## config.mk

```make
export PLATFORM = sky130hd
export DESIGN_NAME = pmc_top
export DESIGN_NICKNAME = d
export VERILOG_FILES = /design/src/rtl/pmc_evcnt.v /design/src/rtl/pmc_top.v
export VERILOG_INCLUDE_DIRS = /design/src /design/src/common
export SDC_FILE = /design/constraint.sdc
export NUM_CORES = 1
export LEC_CHECK = 0
export ABC_AREA = 1
export BUFFER_PORTS_ARGS = -buffer_cell sky130_fd_sc_hd__buf_2
export CAP_MARGIN = 40
export CORE_ASPECT_RATIO = 0.75
export CORE_MARGIN = 2
export CORE_UTILIZATION = 50
export DETAILED_ROUTE_END_ITERATION = 10
export GPL_TIMING_DRIVEN = 0
export PLACE_DENSITY = 0.71
export SLEW_MARGIN = 20
export SYNTH_ARGS = -nofsm -noshare
export SYNTH_HDL_FRONTEND = slang
export SYNTH_SLANG_ARGS = --single-unit
export TNS_END_PERCENT = 50
```

## constraint.sdc

```tcl
create_clock -name pclk -period 2.8 [get_ports pclk]
set_input_delay 0 -clock pclk [delete_from_list [all_inputs] [get_ports pclk]]
set_output_delay 0 -clock pclk [all_outputs]
set_load 0.01 [all_outputs]
```

## src/common/pmc_map.vh

```
/*
 * Register map and constants of the performance-monitor control block.
 * Assumes inclusion by bare name from the design files.
 */
`ifndef PMC_MAP_VH
`define PMC_MAP_VH

// ----------------------------------------------------------------------------
// Register byte offsets
// ----------------------------------------------------------------------------
`define PMC_OFF_CTRL        12'h000
`define PMC_OFF_EVID_LO_L   12'h004
`define PMC_OFF_EVID_LO_H   12'h008
`define PMC_OFF_EVID_HI_L   12'h00C
`define PMC_OFF_EVID_HI_H   12'h010
`define PMC_OFF_CYC_L       12'h014
`define PMC_OFF_CYC_H       12'h018
`define PMC_OFF_ACCESS      12'h01C
`define PMC_OFF_STATUS      12'h020
`define PMC_OFF_EVCNT0      12'h024
`define PMC_OFF_EVCNT1      12'h028
`define PMC_OFF_EVCNT2      12'h02C
`define PMC_OFF_EVCNT3      12'h030
`define PMC_OFF_EVCNT4      12'h034
`define PMC_OFF_EVCNT5      12'h038

// ----------------------------------------------------------------------------
// Identification register values
// ----------------------------------------------------------------------------
`define PMC_EVID_LO         64'h0000_0000_0000_0F3F
`define PMC_EVID_HI         64'h0000_0000_00F2_A663

// ----------------------------------------------------------------------------
// Control register fields
// ----------------------------------------------------------------------------
`define PMC_CTRL_IMP_HI     31
`define PMC_CTRL_IMP_LO     24
`define PMC_CTRL_PART_HI    23
`define PMC_CTRL_PART_LO    16
`define PMC_CTRL_NCNT_HI    15
`define PMC_CTRL_NCNT_LO    11
`define PMC_CTRL_LC         6
`define PMC_CTRL_DP         5
`define PMC_CTRL_X          4
`define PMC_CTRL_D          3
`define PMC_CTRL_C          2
`define PMC_CTRL_P          1
`define PMC_CTRL_E          0
`define PMC_NCNT            5'h06
`define PMC_NCNT_INT        6
`define PMC_CTRL_RST        7'h00

// Access register fields: level [1:0], partition [4:2]
`define PMC_ACC_LVL_HI      1
`define PMC_ACC_LVL_LO      0
`define PMC_ACC_HPMN_HI     4
`define PMC_ACC_HPMN_LO     2
`define PMC_ACC_RST         5'h06
`define PMC_LVL_EL0         2'h0
`define PMC_LVL_EL1         2'h1

// ----------------------------------------------------------------------------
// Timing
// ----------------------------------------------------------------------------
`define PMC_DIV_CYCLES      64
`define PMC_DIV_W           6

`endif

```

## src/rtl/pmc_evcnt.v

```verilog
/*
 * One 32-bit event counter with enable, clear and overflow pulse.
 * Assumes a synchronous event input on pclk.
 */
`timescale 1ns/100ps
module pmc_evcnt (
    input  wire        pclk,
    input  wire        presetn,
    input  wire        ce,
    input  wire        cnt_en,
    input  wire        event_in,
    input  wire        clr,
    output reg  [31:0] count_q,
    output reg         ovf_q
);
    // ------------------------------------------------------------------------
    // Counter
    // ------------------------------------------------------------------------
    always @(posedge pclk or negedge presetn) begin
        if (!presetn) begin
            count_q <= 32'h0000_0000;
            ovf_q   <= 1'b0;
        end else if (ce) begin
            ovf_q <= 1'b0;
            if (clr) begin
                count_q <= 32'h0000_0000;
            end else if (cnt_en && event_in) begin
                count_q <= count_q + 32'h0000_0001;
                ovf_q   <= (count_q == 32'hFFFF_FFFF);
            end
        end
    end
endmodule // pmc_evcnt

```

## src/rtl/pmc_top.v

```verilog
/*
 * Performance-monitor control block: identification registers, control
 * register, cycle counter with prescaler, six event counters, overflow
 * status and event export, reached over APB.
 * Assumes a single pclk domain; events and debug-permission inputs arrive
 * from pins and are synchronised here.
 */
//
// Overview of operation
// - Identification bits read 1 for implemented events, 0 otherwise; read-only.
// - Low identification register bits 13,12,7,6 read 0; 11-8,5-0 read 1.
// - High identification register sets bits 23-20,17,15,13,10,9,6,5,1,0; 63:24 zero.
// - Control bits 31:24 implementer, 23:16 part code, read-only.
// - Control bits 15:11 report six event counters.
// - Long-cycle bit picks cycle overflow at bit 31 or bit 63.
// - Prohibited-stop bit halts cycle counter while debug not permitted.
// - Export bit gates event export; resets to zero.
// - Export bit never touches the overflow interrupt output.
// - Divider bit makes cycle counter step once per 64 cycles.
// - Writing 1 to bit 2 clears cycle counter; reads zero.
// - Cycle counter clear leaves its overflow flag alone.
// - Writing 1 to bit 1 clears event counters only; reads zero.
// - Low-level clear spares hypervisor-reserved counters; high level clears all.
// - Event counter clear leaves overflow flags alone.
// - Enable bit 0 enables all counters; zero disables all but the hypervisor-reserved ones at low level.
// - Low-level enable bit does not govern hypervisor-reserved counters.
// - Reset returns enable to zero, stopping counters.
// - One control storage serves both software register views.
//
`timescale 1ns/100ps
`include "pmc_map.vh"
module pmc_top #(
    parameter [7:0] IMPL_CODE = 8'h5A,  // Arbitrary value
    parameter [7:0] PART_CODE = 8'hA5   // Arbitrary value
) (
    input  wire        pclk,
    input  wire        presetn,
    input  wire        ce,
    input  wire        psel,
    input  wire        penable,
    input  wire        pwrite,
    input  wire [11:0] paddr,
    input  wire [31:0] pwdata,
    input  wire [3:0]  pstrb,
    output reg  [31:0] prdata,
    output reg         pready,
    output reg         pslverr,
    input  wire [5:0]  event_in,
    input  wire        debug_permit,
    output reg  [5:0]  export_evt_q,
    output reg         monitor_irq_n
);
    // ------------------------------------------------------------------------
    // Declarations
    // ------------------------------------------------------------------------
    reg  [6:0]  ctrl_q;
    reg  [4:0]  access_q;
    reg  [63:0] cycle_counter;
    reg  [`PMC_DIV_W-1:0] div_q;
    reg  [6:0]  overflow_status;
    reg  [5:0]  evt_s1_q;
    reg  [5:0]  evt_s2_q;
    reg         dbg_s1_q;
    reg         dbg_s2_q;
    reg  [5:0]  clr_ev;
    reg  [5:0]  en_ev;
    reg  [31:0] rdata_d;
    reg         addr_ok;
    wire [5:0]  ovf_ev;
    wire [191:0] ev_counts;
    wire [63:0] evid_lo;
    wire [63:0] evid_hi;
    wire        wr_acc;
    wire        rd_setup;
    wire        ctrl_wr;
    wire        low_level;
    wire [2:0]  hpmn;
    wire        cyc_run;
    wire        cyc_tick;
    wire [63:0] cyc_next;
    wire        cyc_ovf;
    wire        full_lanes;
    integer     i;

    assign wr_acc     = psel && penable && pwrite && !pready;
    assign rd_setup   = psel && !penable;
    assign full_lanes = (pstrb == 4'hF);
    assign ctrl_wr    = wr_acc && (paddr == `PMC_OFF_CTRL) && full_lanes;
    assign low_level  = (access_q[`PMC_ACC_LVL_HI:`PMC_ACC_LVL_LO] == `PMC_LVL_EL0) ||
                        (access_q[`PMC_ACC_LVL_HI:`PMC_ACC_LVL_LO] == `PMC_LVL_EL1);
    assign hpmn       = access_q[`PMC_ACC_HPMN_HI:`PMC_ACC_HPMN_LO];
    assign evid_lo    = `PMC_EVID_LO;
    assign evid_hi    = `PMC_EVID_HI;

    // ------------------------------------------------------------------------
    // Pin synchronisers
    // ------------------------------------------------------------------------
    always @(posedge pclk or negedge presetn) begin
        if (!presetn) begin
            evt_s1_q <= 6'h00;
            evt_s2_q <= 6'h00;
            dbg_s1_q <= 1'b0;
            dbg_s2_q <= 1'b0;
        end else if (ce) begin
            evt_s1_q <= event_in;
            evt_s2_q <= evt_s1_q;
            dbg_s1_q <= debug_permit;
            dbg_s2_q <= dbg_s1_q;
        end
    end

    // ------------------------------------------------------------------------
    // Control and access registers
    // ------------------------------------------------------------------------
    // Single storage for both register views; C and P are never stored
    always @(posedge pclk or negedge presetn) begin
        if (!presetn) begin
            ctrl_q   <= `PMC_CTRL_RST;
            access_q <= `PMC_ACC_RST;
        end else if (ce) begin
            if (ctrl_wr) begin
                ctrl_q[`PMC_CTRL_LC] <= pwdata[`PMC_CTRL_LC];
                ctrl_q[`PMC_CTRL_DP] <= pwdata[`PMC_CTRL_DP];
                ctrl_q[`PMC_CTRL_X]  <= pwdata[`PMC_CTRL_X];
                ctrl_q[`PMC_CTRL_D]  <= pwdata[`PMC_CTRL_D];
                ctrl_q[`PMC_CTRL_E]  <= pwdata[`PMC_CTRL_E];
            end
            if (wr_acc && (paddr == `PMC_OFF_ACCESS) && full_lanes) begin
                access_q <= pwdata[4:0];
            end
        end
    end

    // ------------------------------------------------------------------------
    // Event counter enables and clears
    // ------------------------------------------------------------------------
    always @* begin
        for (i = 0; i < `PMC_NCNT_INT; i = i + 1) begin
            // Counters at or above the partition belong to the hypervisor
            if (low_level && (i >= hpmn)) begin
                en_ev[i]  = 1'b1;
                clr_ev[i] = 1'b0;
            end else begin
                en_ev[i]  = ctrl_q[`PMC_CTRL_E];
                clr_ev[i] = ctrl_wr && pwdata[`PMC_CTRL_P];
            end
        end
    end

    genvar g;
    generate
        for (g = 0; g < `PMC_NCNT_INT; g = g + 1) begin : g_ev
            pmc_evcnt u_cnt (
                .pclk     (pclk),
                .presetn  (presetn),
                .ce       (ce),
                .cnt_en   (en_ev[g]),
                .event_in (evt_s2_q[g]),
                .clr      (clr_ev[g]),
                .count_q  (ev_counts[g*32 +: 32]),
                .ovf_q    (ovf_ev[g])
            );
        end
    endgenerate

    // ------------------------------------------------------------------------
    // Cycle counter with prescaler
    // ------------------------------------------------------------------------
    assign cyc_run  = ctrl_q[`PMC_CTRL_E] &&
                      !(ctrl_q[`PMC_CTRL_DP] && !dbg_s2_q);
    assign cyc_tick = cyc_run &&
                      (!ctrl_q[`PMC_CTRL_D] ||
                       (div_q == `PMC_DIV_CYCLES - 1));
    assign cyc_next = cycle_counter + 64'h0000_0000_0000_0001;
    assign cyc_ovf  = cyc_tick && (ctrl_q[`PMC_CTRL_LC] ?
                      (cycle_counter[63] && !cyc_next[63]) :
                      (cycle_counter[31] && !cyc_next[31]));

    always @(posedge pclk or negedge presetn) begin
        if (!presetn) begin
            cycle_counter <= 64'h0000_0000_0000_0000;
            div_q         <= {`PMC_DIV_W{1'b0}};
        end else if (ce) begin
            if (cyc_run) begin
                div_q <= div_q + {{(`PMC_DIV_W-1){1'b0}}, 1'b1};
            end
            if (ctrl_wr && pwdata[`PMC_CTRL_C]) begin
                cycle_counter <= 64'h0000_0000_0000_0000;
                div_q         <= {`PMC_DIV_W{1'b0}};
            end else if (cyc_tick) begin
                cycle_counter <= cyc_next;
            end
        end
    end

    // ------------------------------------------------------------------------
    // Overflow status, interrupt and export
    // ------------------------------------------------------------------------
    // Counter clears never touch these flags; set wins over clear
    always @(posedge pclk or negedge presetn) begin
        if (!presetn) begin
            overflow_status <= 7'h00;
            monitor_irq_n   <= 1'b1;
            export_evt_q    <= 6'h00;
        end else if (ce) begin
            if (wr_acc && (paddr == `PMC_OFF_STATUS) && full_lanes) begin
                overflow_status <= (overflow_status & ~pwdata[6:0]) |
                                   {cyc_ovf, ovf_ev};
            end else begin
                overflow_status <= overflow_status | {cyc_ovf, ovf_ev};
            end
            monitor_irq_n <= ~(|(overflow_status | {cyc_ovf, ovf_ev}));
            export_evt_q  <= ctrl_q[`PMC_CTRL_X] ? evt_s2_q : 6'h00;
        end
    end

    // ------------------------------------------------------------------------
    // APB read mux
    // ------------------------------------------------------------------------
    always @* begin
        rdata_d = 32'h0000_0000;
        addr_ok = 1'b1;
        case (paddr)
            `PMC_OFF_CTRL: begin
                rdata_d[`PMC_CTRL_IMP_HI:`PMC_CTRL_IMP_LO]   = IMPL_CODE;
                rdata_d[`PMC_CTRL_PART_HI:`PMC_CTRL_PART_LO] = PART_CODE;
                rdata_d[`PMC_CTRL_NCNT_HI:`PMC_CTRL_NCNT_LO] = `PMC_NCNT;
                rdata_d[`PMC_CTRL_LC] = ctrl_q[`PMC_CTRL_LC];
                rdata_d[`PMC_CTRL_DP] = ctrl_q[`PMC_CTRL_DP];
                rdata_d[`PMC_CTRL_X]  = ctrl_q[`PMC_CTRL_X];
                rdata_d[`PMC_CTRL_D]  = ctrl_q[`PMC_CTRL_D];
                rdata_d[`PMC_CTRL_E]  = ctrl_q[`PMC_CTRL_E];  // C, P, 10:7 read 0
            end
            `PMC_OFF_EVID_LO_L: rdata_d = evid_lo[31:0];
            `PMC_OFF_EVID_LO_H: rdata_d = evid_lo[63:32];
            `PMC_OFF_EVID_HI_L: rdata_d = evid_hi[31:0];
            `PMC_OFF_EVID_HI_H: rdata_d = evid_hi[63:32];
            `PMC_OFF_CYC_L:     rdata_d = cycle_counter[31:0];
            `PMC_OFF_CYC_H:     rdata_d = cycle_counter[63:32];
            `PMC_OFF_ACCESS:    rdata_d[4:0] = access_q;
            `PMC_OFF_STATUS:    rdata_d[6:0] = overflow_status;
            `PMC_OFF_EVCNT0:    rdata_d = ev_counts[31:0];
            `PMC_OFF_EVCNT1:    rdata_d = ev_counts[63:32];
            `PMC_OFF_EVCNT2:    rdata_d = ev_counts[95:64];
            `PMC_OFF_EVCNT3:    rdata_d = ev_counts[127:96];
            `PMC_OFF_EVCNT4:    rdata_d = ev_counts[159:128];
            `PMC_OFF_EVCNT5:    rdata_d = ev_counts[191:160];
            default:            addr_ok = 1'b0;
        endcase
    end

    // ------------------------------------------------------------------------
    // APB response: one wait state, pready registered
    // ------------------------------------------------------------------------
    always @(posedge pclk or negedge presetn) begin
        if (!presetn) begin
            pready  <= 1'b0;
            pslverr <= 1'b0;
            prdata  <= 32'h0000_0000;
        end else if (ce) begin
            pready  <= psel && penable && !pready;
            pslverr <= psel && penable && !pready && !addr_ok;
            if (rd_setup && !pwrite) begin
                prdata <= rdata_d;
            end
        end
    end
endmodule // pmc_top

```

==> results.py, run 1 <==
metrics = {
    "worst_setup_path": {
        "setup.worst_path.class": "reg -> reg",
        "cp-startpoint": "cycle_counter[3]",
        "cp-end-kind": "flop",
        "start_kind": "flop",
        "r2r_start": "cycle_counter[3]",
        "worstPathArrival_ns": 3.25,
        "reg2reg_to": "monitor_irq_n",
        "r2r_slack_ns": 0.06,
        "reg2reg_depth": 12,
        "path_max_fanout": 6,
        "endpoint": "monitor_irq_n",
        "critPathRequiredTime_ns": 3.30,
    },
    "pwr": {
        "power_density_nw_per_um2": 478,
        "irDropWorstVdd_mv": 0.580,
        "p_leak_nw": 12.8,
        "clkPwrFrac": 0.437,
        "combPwrFrac": 0.104,
        "intPower_w": 0.00898,
        "swShare": 0.298,
        "p_seq_frac": 0.459,
        "p_sw_w": 0.00381,
    },
    "timing": {
        "worst_slew_pin_slew_ns": 0.921,
        "drv_slew": 0,
        "fmax_ghz": 0.364,
        "skew_ns": 0.0324,
        "finalSetupViolCount": 0,
        "fin_crit_sh": 0.980,
        "setup_tns_ns": 0,
        "holdWs_ns": 0.158,
        "slew_headroom": 0.381,
        "period_minus_slack_ns": 2.74,
        "rsz0062_at_grt": "no",
        "hold_violations": 0,
    },
    "die": {
        "die_h_um": 193,
        "die_x_um": 256,
        "io-pin-count": 102,
        "start_util": 0.504,
        "rows": 69,
        "dieArea_um2": 49300,
        "fp.coreArea_um2": 47100,
    },
    "synth": {
        "syn_nets": 3901,
        "synth-seq-area-share": 0.359,
        "ys_ff_latch": 340,
        "synth_top_area_frac": 0.355,
        "synth_cells": 3830,
        "syn_area_um2": 23700,
        "yosysWarnings": 0,
        "synthDistinctLibCells": 40,
        "synth.area.top_cells": "dfrtp_1 36%, nand2_1 25%, nor2_1 9.1%",
        "synth.avg_cell_area_um2": 6.20,
        "yosys.area.top_type": "dfrtp_1",
    },
    "route": {
        "ant_nets": 0,
        "drtIter0Drc": 3849,
        "remaining_drc_errors": 0,
        "routedWlPerCell_um": 21.6,
        "first_pass_iters": 6,
        "drt-total-wl_um": 100000,
        "viasPerCell": 5.72,
        "num_vias": 26600,
    },
    "global_routing": {
        "grt_overflow_total": 0,
        "grt_pass1_vias": 23000,
        "antenna_found_initial": 3,
        "grt_max_degree": 97,
        "grt_use_total": 0.405,
        "grt_first_pass_wirelength_um": 149000,
    },
    "finish": {
        "nFillCells": 4849,
        "nNetsFinal": 4048,
        "ff_latch_area_um2": 8520,
        "drive_gt1_frac": 0.0589,
        "multi_input_area_um2": 13700,
        "most-common-layout-cells": "1,588 x nand2_1, 572 x nor2_1, 333 x dfrtp_1, 328 x nand3_1, 296 x inv_1",
        "layout_commonest_cell": "nand2_1",
        "syn_to_final_growth_pct": 12.8,
    },
    "clock_tree": {
        "htreeDepth": 2,
        "cts_buffers": 39,
        "clk_pin_slew_ns": 0.07,
        "clock_path_buffers": 3,
        "cts_sinks": 340,
        "cts_tree": "built",
        "clock-root-buffer": "clkbuf_16",
        "worstSkewPairLatency_ns": 0.60,
    },
    "placement": {
        "portBuffers": 75,
        "dp_hpwl_um": 79900,
        "gp_congestion": 1.04,
    },
    "run_status": {
        "outcome": "finished, final reports clean",
    },
    "worst_hold_path": {
        "hold_class": "in -> reg",
    },
    "job": {
        "maxCapViolations": 0,
    },
}
## area by class of cell
cell class                      instances  area share
Antenna cell                            2    0.000187
Buffer                                115      0.0187
Clock buffer                           55      0.0421
Clock inverter                         16     0.00963
Inverter                              301      0.0422
Multi-Input combinational cell       3074       0.511
Sequential cell                       340       0.318
Tap cell                              639      0.0299
Timing Repair Buffer                  106      0.0285
## synthesized netlist by cell type
cell	n
a211oi_1	1
a21o_1	4
a21oi_1	15
a31oi_1	1
and2_1	3
and3_1	2
buf_1	18
buf_2	26
buf_4	3
buf_6	3
clkbuf_1	65
dfrtp_1	337
dfstp_2	3
ha_1	10
inv_1	297
inv_2	4
nand2_1	1590
nand2_2	1
nand2_4	1
nand3_1	329
nand3_2	5
nand3b_1	12
nand4_1	154
nor2_1	578
nor2_2	4
nor2_4	1
nor2_8	2
nor3_1	21
nor3b_1	1
nor4_1	9
o2111ai_1	1
o211ai_1	1
o21a_1	1
o21ai_0	118
o21ai_1	59
o21bai_1	13
o31ai_1	4
or2_2	10
xnor2_1	33
xor2_1	90
## power by group through the flow
stage / sequential [W] / clock, W / combinational, W
2_1_floorplan: 0.00564 / 0 / 0.000849
3_3_place_gp: 0.00592 / 0 / 0.00123
3_5_place_dp: 0.00592 / 0 / 0.00127
4_1_cts: 0.00583 / 0.00564 / 0.00130
5_1_grt: 0.00589 / 0.00584 / 0.00149
6_report: 0.00587 / 0.00559 / 0.00133
## state kept, by name, indices dropped and copies added (netlist names), 5 cells and up
| signal | count |
|---|---|
| evt_s1_q | 6 |
| cycle_counter | 64 |
| evt_s2_q | 6 |
| access_q | 5 |
| g_ev.u_cnt.count_q | 192 |
| export_evt_q | 6 |
| ctrl_q | 5 |
| overflow_status | 7 |
| g_ev.u_cnt.ovf_q | 6 |
| prdata | 32 |
| div_q | 6 |
## worst min path at each step
| stage | cells past startpoint | slack, ns | to | from |
|---|---|---|---|---|
| CTS | 4 | 0.13 | evt_s1_q[3] | event_in[3] |
| finish | 4 | 0.16 | evt_s1_q[1] | event_in[1] |
| floorplan | 0 | -0.30 | access_q[0] | presetn |
| detailed placement | 1 | -0.06 | g_ev[1].u_cnt.count_q[24] | presetn |
| global placement | 3 | 0.20 | dbg_s1_q | debug_permit |
| global route | 4 | 0.17 | evt_s1_q[1] | event_in[1] |
## worst max-delay path: stages (launching register included)
cell,delay (ns)
dfrtp_2,0.49
nand2_2,0.14
nor2_4,0.15
nand2_1,0.11
inv_2,0.17
nand2_2,0.11
nor2_4,0.14
nand3_2,0.13
nor4_4,0.42
ha_2,0.28
o2111ai_1,0.17
nand4_1,0.25
nand2_1,0.09
## through the flow
step	util	setup WS [ns]	area (um2)	total power, W	std cells
4_1_cts	0.566	0.0178	26700	0.0128	4642
6_report	0.568	0.0564	26800	0.0128	4648
2_1_floorplan	-	1.00	23700	0.00649	3830
5_1_grt	0.568	0.0118	26800	0.0132	4647
3_3_place_gp	0.529	-5.06	24900	0.00714	4544
3_5_place_dp	0.532	-0.472	25100	0.00719	4551
## routing by layer
layer,vias up,share of wire,GRT usage
li1,12500,-,-
met1,12400,0.46,0.633
met2,1564,0.37,0.518
met3,170,0.15,0.132
met4,4,0.027,0.105
met5,-,0.00022,0
## kinds of logic (layout without fill, tap and decap cells)
logic type	count (synthesis)	after routing	synth area share
simple gates	2723	2723	0.474
buf+inv	416	593	0.0686
flops	340	340	0.359
compound gates	218	218	0.0487
xor+xnor	123	123	0.0454
fa+ha+maj	10	10	0.00527
other cells	0	2	0
## timing repair
item                                    4_1_cts  5_1_grt
pin swaps                                     0        5
gates resized for setup                      10       19
hold endpoints to repair                    219        0
endpoints found under the setup margin       53       52
hold buffers                                 20        0
cloned                                        0        0
buffers inserted                              0        1
No activity file was read; power rests on OpenSTA's default activity.
==> run 2: changes to the inputs <==
Settings changed: MAX_ROUTING_LAYER set to met4.
==> run 2 against run 1 <==
Against the previous run:
- wire length shrank 3.7%
- clock skew decreased by 0.0063 ns
- final area shrank 0.19%
- clock-buffer cell count decreased by 2
- hold slack got worse by 0.14 ns
- critical endpoint unchanged
==> results.py, run 2 (synthesis results as in run 1) <==
metrics = {
    "run_status": {
        "outcome": "finished, final reports clean",
    },
    "clock_tree": {
        "clock-root-buffer": "clkbuf_16",
        "clk_pin_slew_ns": 0.06,
        "cts_buffers": 40,
        "htreeDepth": 2,
        "worstSkewPairLatency_ns": 0.58,
        "clock_path_buffers": 3,
        "cts_sinks": 340,
        "cts_tree": "built",
    },
    "route": {
        "drt-total-wl_um": 96700,
        "routedWlPerCell_um": 20.8,
        "num_vias": 26400,
        "ant_nets": 0,
        "viasPerCell": 5.67,
        "first_pass_iters": 6,
        "drtIter0Drc": 4037,
        "remaining_drc_errors": 0,
    },
    "worst_setup_path": {
        "worstPathArrival_ns": 3.21,
        "critPathRequiredTime_ns": 3.30,
        "crit_top_cell": "nand2_1",
        "setup.worst_path.class": "reg -> reg",
        "path_max_fanout": 6,
        "cp-startpoint": "cycle_counter[4]",
        "r2r_start": "cycle_counter[4]",
        "worst_path_max_delay_cell": "dfrtp_2",
        "cpLargestDelayFamily": "simple AND/OR/NAND/NOR gates",
        "start_kind": "flop",
        "path_cells": "nand2_1, nor2_2, nand2_1, inv_2, nand2_2, nor2_4, nand3_2, nor4_4, ha_2, o2111ai_1, nand4_1, nand2_1",
        "slowest_delay_ns": 0.46,
        "cp_num_buf_inv": 1,
        "cp-end-kind": "flop",
    },
    "die": {
        "start_util": 0.504,
        "die_x_um": 256,
        "die_h_um": 193,
        "dieArea_um2": 49300,
        "rows": 69,
        "fp.coreArea_um2": 47100,
        "io-pin-count": 102,
    },
    "timing": {
        "fmax_ghz": 0.369,
        "hold_violations": 0,
        "finalSetupViolCount": 0,
        "setup_tns_ns": 0,
        "holdWs_ns": 0.0201,
        "worst_slew_pin_slew_ns": 0.881,
        "skew_ns": 0.0261,
        "slew_headroom": 0.413,
        "period_minus_slack_ns": 2.71,
        "drv_slew": 0,
        "fin_crit_sh": 0.968,
    },
    "finish": {
        "syn_to_final_growth_pct": 12.5,
        "regMostFlops": "g_ev.u_cnt.count_q",
        "layout_commonest_cell": "nand2_1",
        "reg_top3": "g_ev.u_cnt.count_q x192, cycle_counter x64, prdata x32",
        "finish.utilization": 0.567,
        "instances_no_fill": 4646,
        "nNetsFinal": 4047,
        "drive_gt1_frac": 0.0574,
        "most-common-layout-cells": "1,588 x nand2_1, 573 x nor2_1, 336 x dfrtp_1, 328 x nand3_1, 296 x inv_1",
        "largest_register_ffs": 192,
    },
    "pwr": {
        "p_leak_nw": 12.8,
        "irDropWorstVdd_mv": 0.580,
        "power_density_nw_per_um2": 481,
        "power_w": 0.0129,
    },
    "placement": {
        "place_inst": 4552,
        "portBuffers": 75,
        "gp_congestion": 1.08,
        "dp_hpwl_um": 77300,
    },
    "global_routing": {
        "grt_overflow_total": 0,
        "grt_pass1_vias": 22700,
        "grt_use_total": 0.401,
        "antenna_found_initial": 1,
        "grt_first_pass_wirelength_um": 144000,
        "grt_max_degree": 89,
    },
    "job": {
        "maxCapViolations": 0,
    },
    "worst_hold_path": {
        "hold_class": "in -> async",
    },
}
-- run 2: power by group --
group          switching [W]  internal (W)
clock                0.00227       0.00340
combinational       0.000846      0.000461
sequential          0.000665       0.00522
total                0.00378       0.00908
-- run 2: what timing repair did --
| action | in CTS | in global routing |
|---|---|---|
| hold buffers | 19 | 0 |
| pin swaps | 0 | 3 |
| gates resized for setup | 5 | 17 |
| buffers inserted | 0 | 1 |
| setup endpoints to repair | 46 | 39 |
| endpoints found under the hold margin | 215 | 0 |
-- run 2: worst register-to-register path, stage by stage, from the launching register on --
cell and delay, ns:
dfrtp_2 0.46, nand2_1 0.13, nor2_2 0.18, nand2_1 0.13, inv_2 0.16, nand2_2 0.11, nor2_4 0.13, nand3_2 0.12
nor4_4 0.44, ha_2 0.27, o2111ai_1 0.18, nand4_1 0.26, nand2_1 0.09
-- run 2: worst paths after layout --
kind,endpoint,slack (ns),cells after the start
worst min register to register,evt_s1_q[5],0.47,2
worst min-delay path,div_q[4],0.02,3
max in group asynchronous,g_ev[3].u_cnt.count_q[12],1.97,4
worst max-delay path,monitor_irq_n,0.09,12
min in group pclk,evt_s1_q[2],0.16,4
worst max register to register,monitor_irq_n,0.09,12
-- run 2: cell type report --
type                       instances  area [um2]
antenna                            2        5.00
buffer                           115         502
clock buffer                      53        1130
clock inverter                    18         253
fill                            4849       20400
inverter                         301        1130
multi-input combinational       3074       13700
sequential                       340        8510
tap                              639         800
timing repair buffer             104         738
-- run 2: metrics by stage --
step / cell area, um2 / worst slack (ns)
detailed placement: 25100 / -0.221
finish: 26700 / 0.0896
global placement: 24900 / -5.11
global route: 26700 / -0.0180
CTS: 26700 / 0.0408
floorplan: 23700 / 1.00
-- run 2: layer usage --
layer  vias up  global-route usage  part of all wire  routed length [um]
met3       174               0.133              0.16               15400
li1      12500                   -                 -                   -
met5         -                   -                 0                   0
met2      1596               0.484              0.35               34300
met4         0               0.117             0.030                2930
met1     12100               0.612              0.46               44100
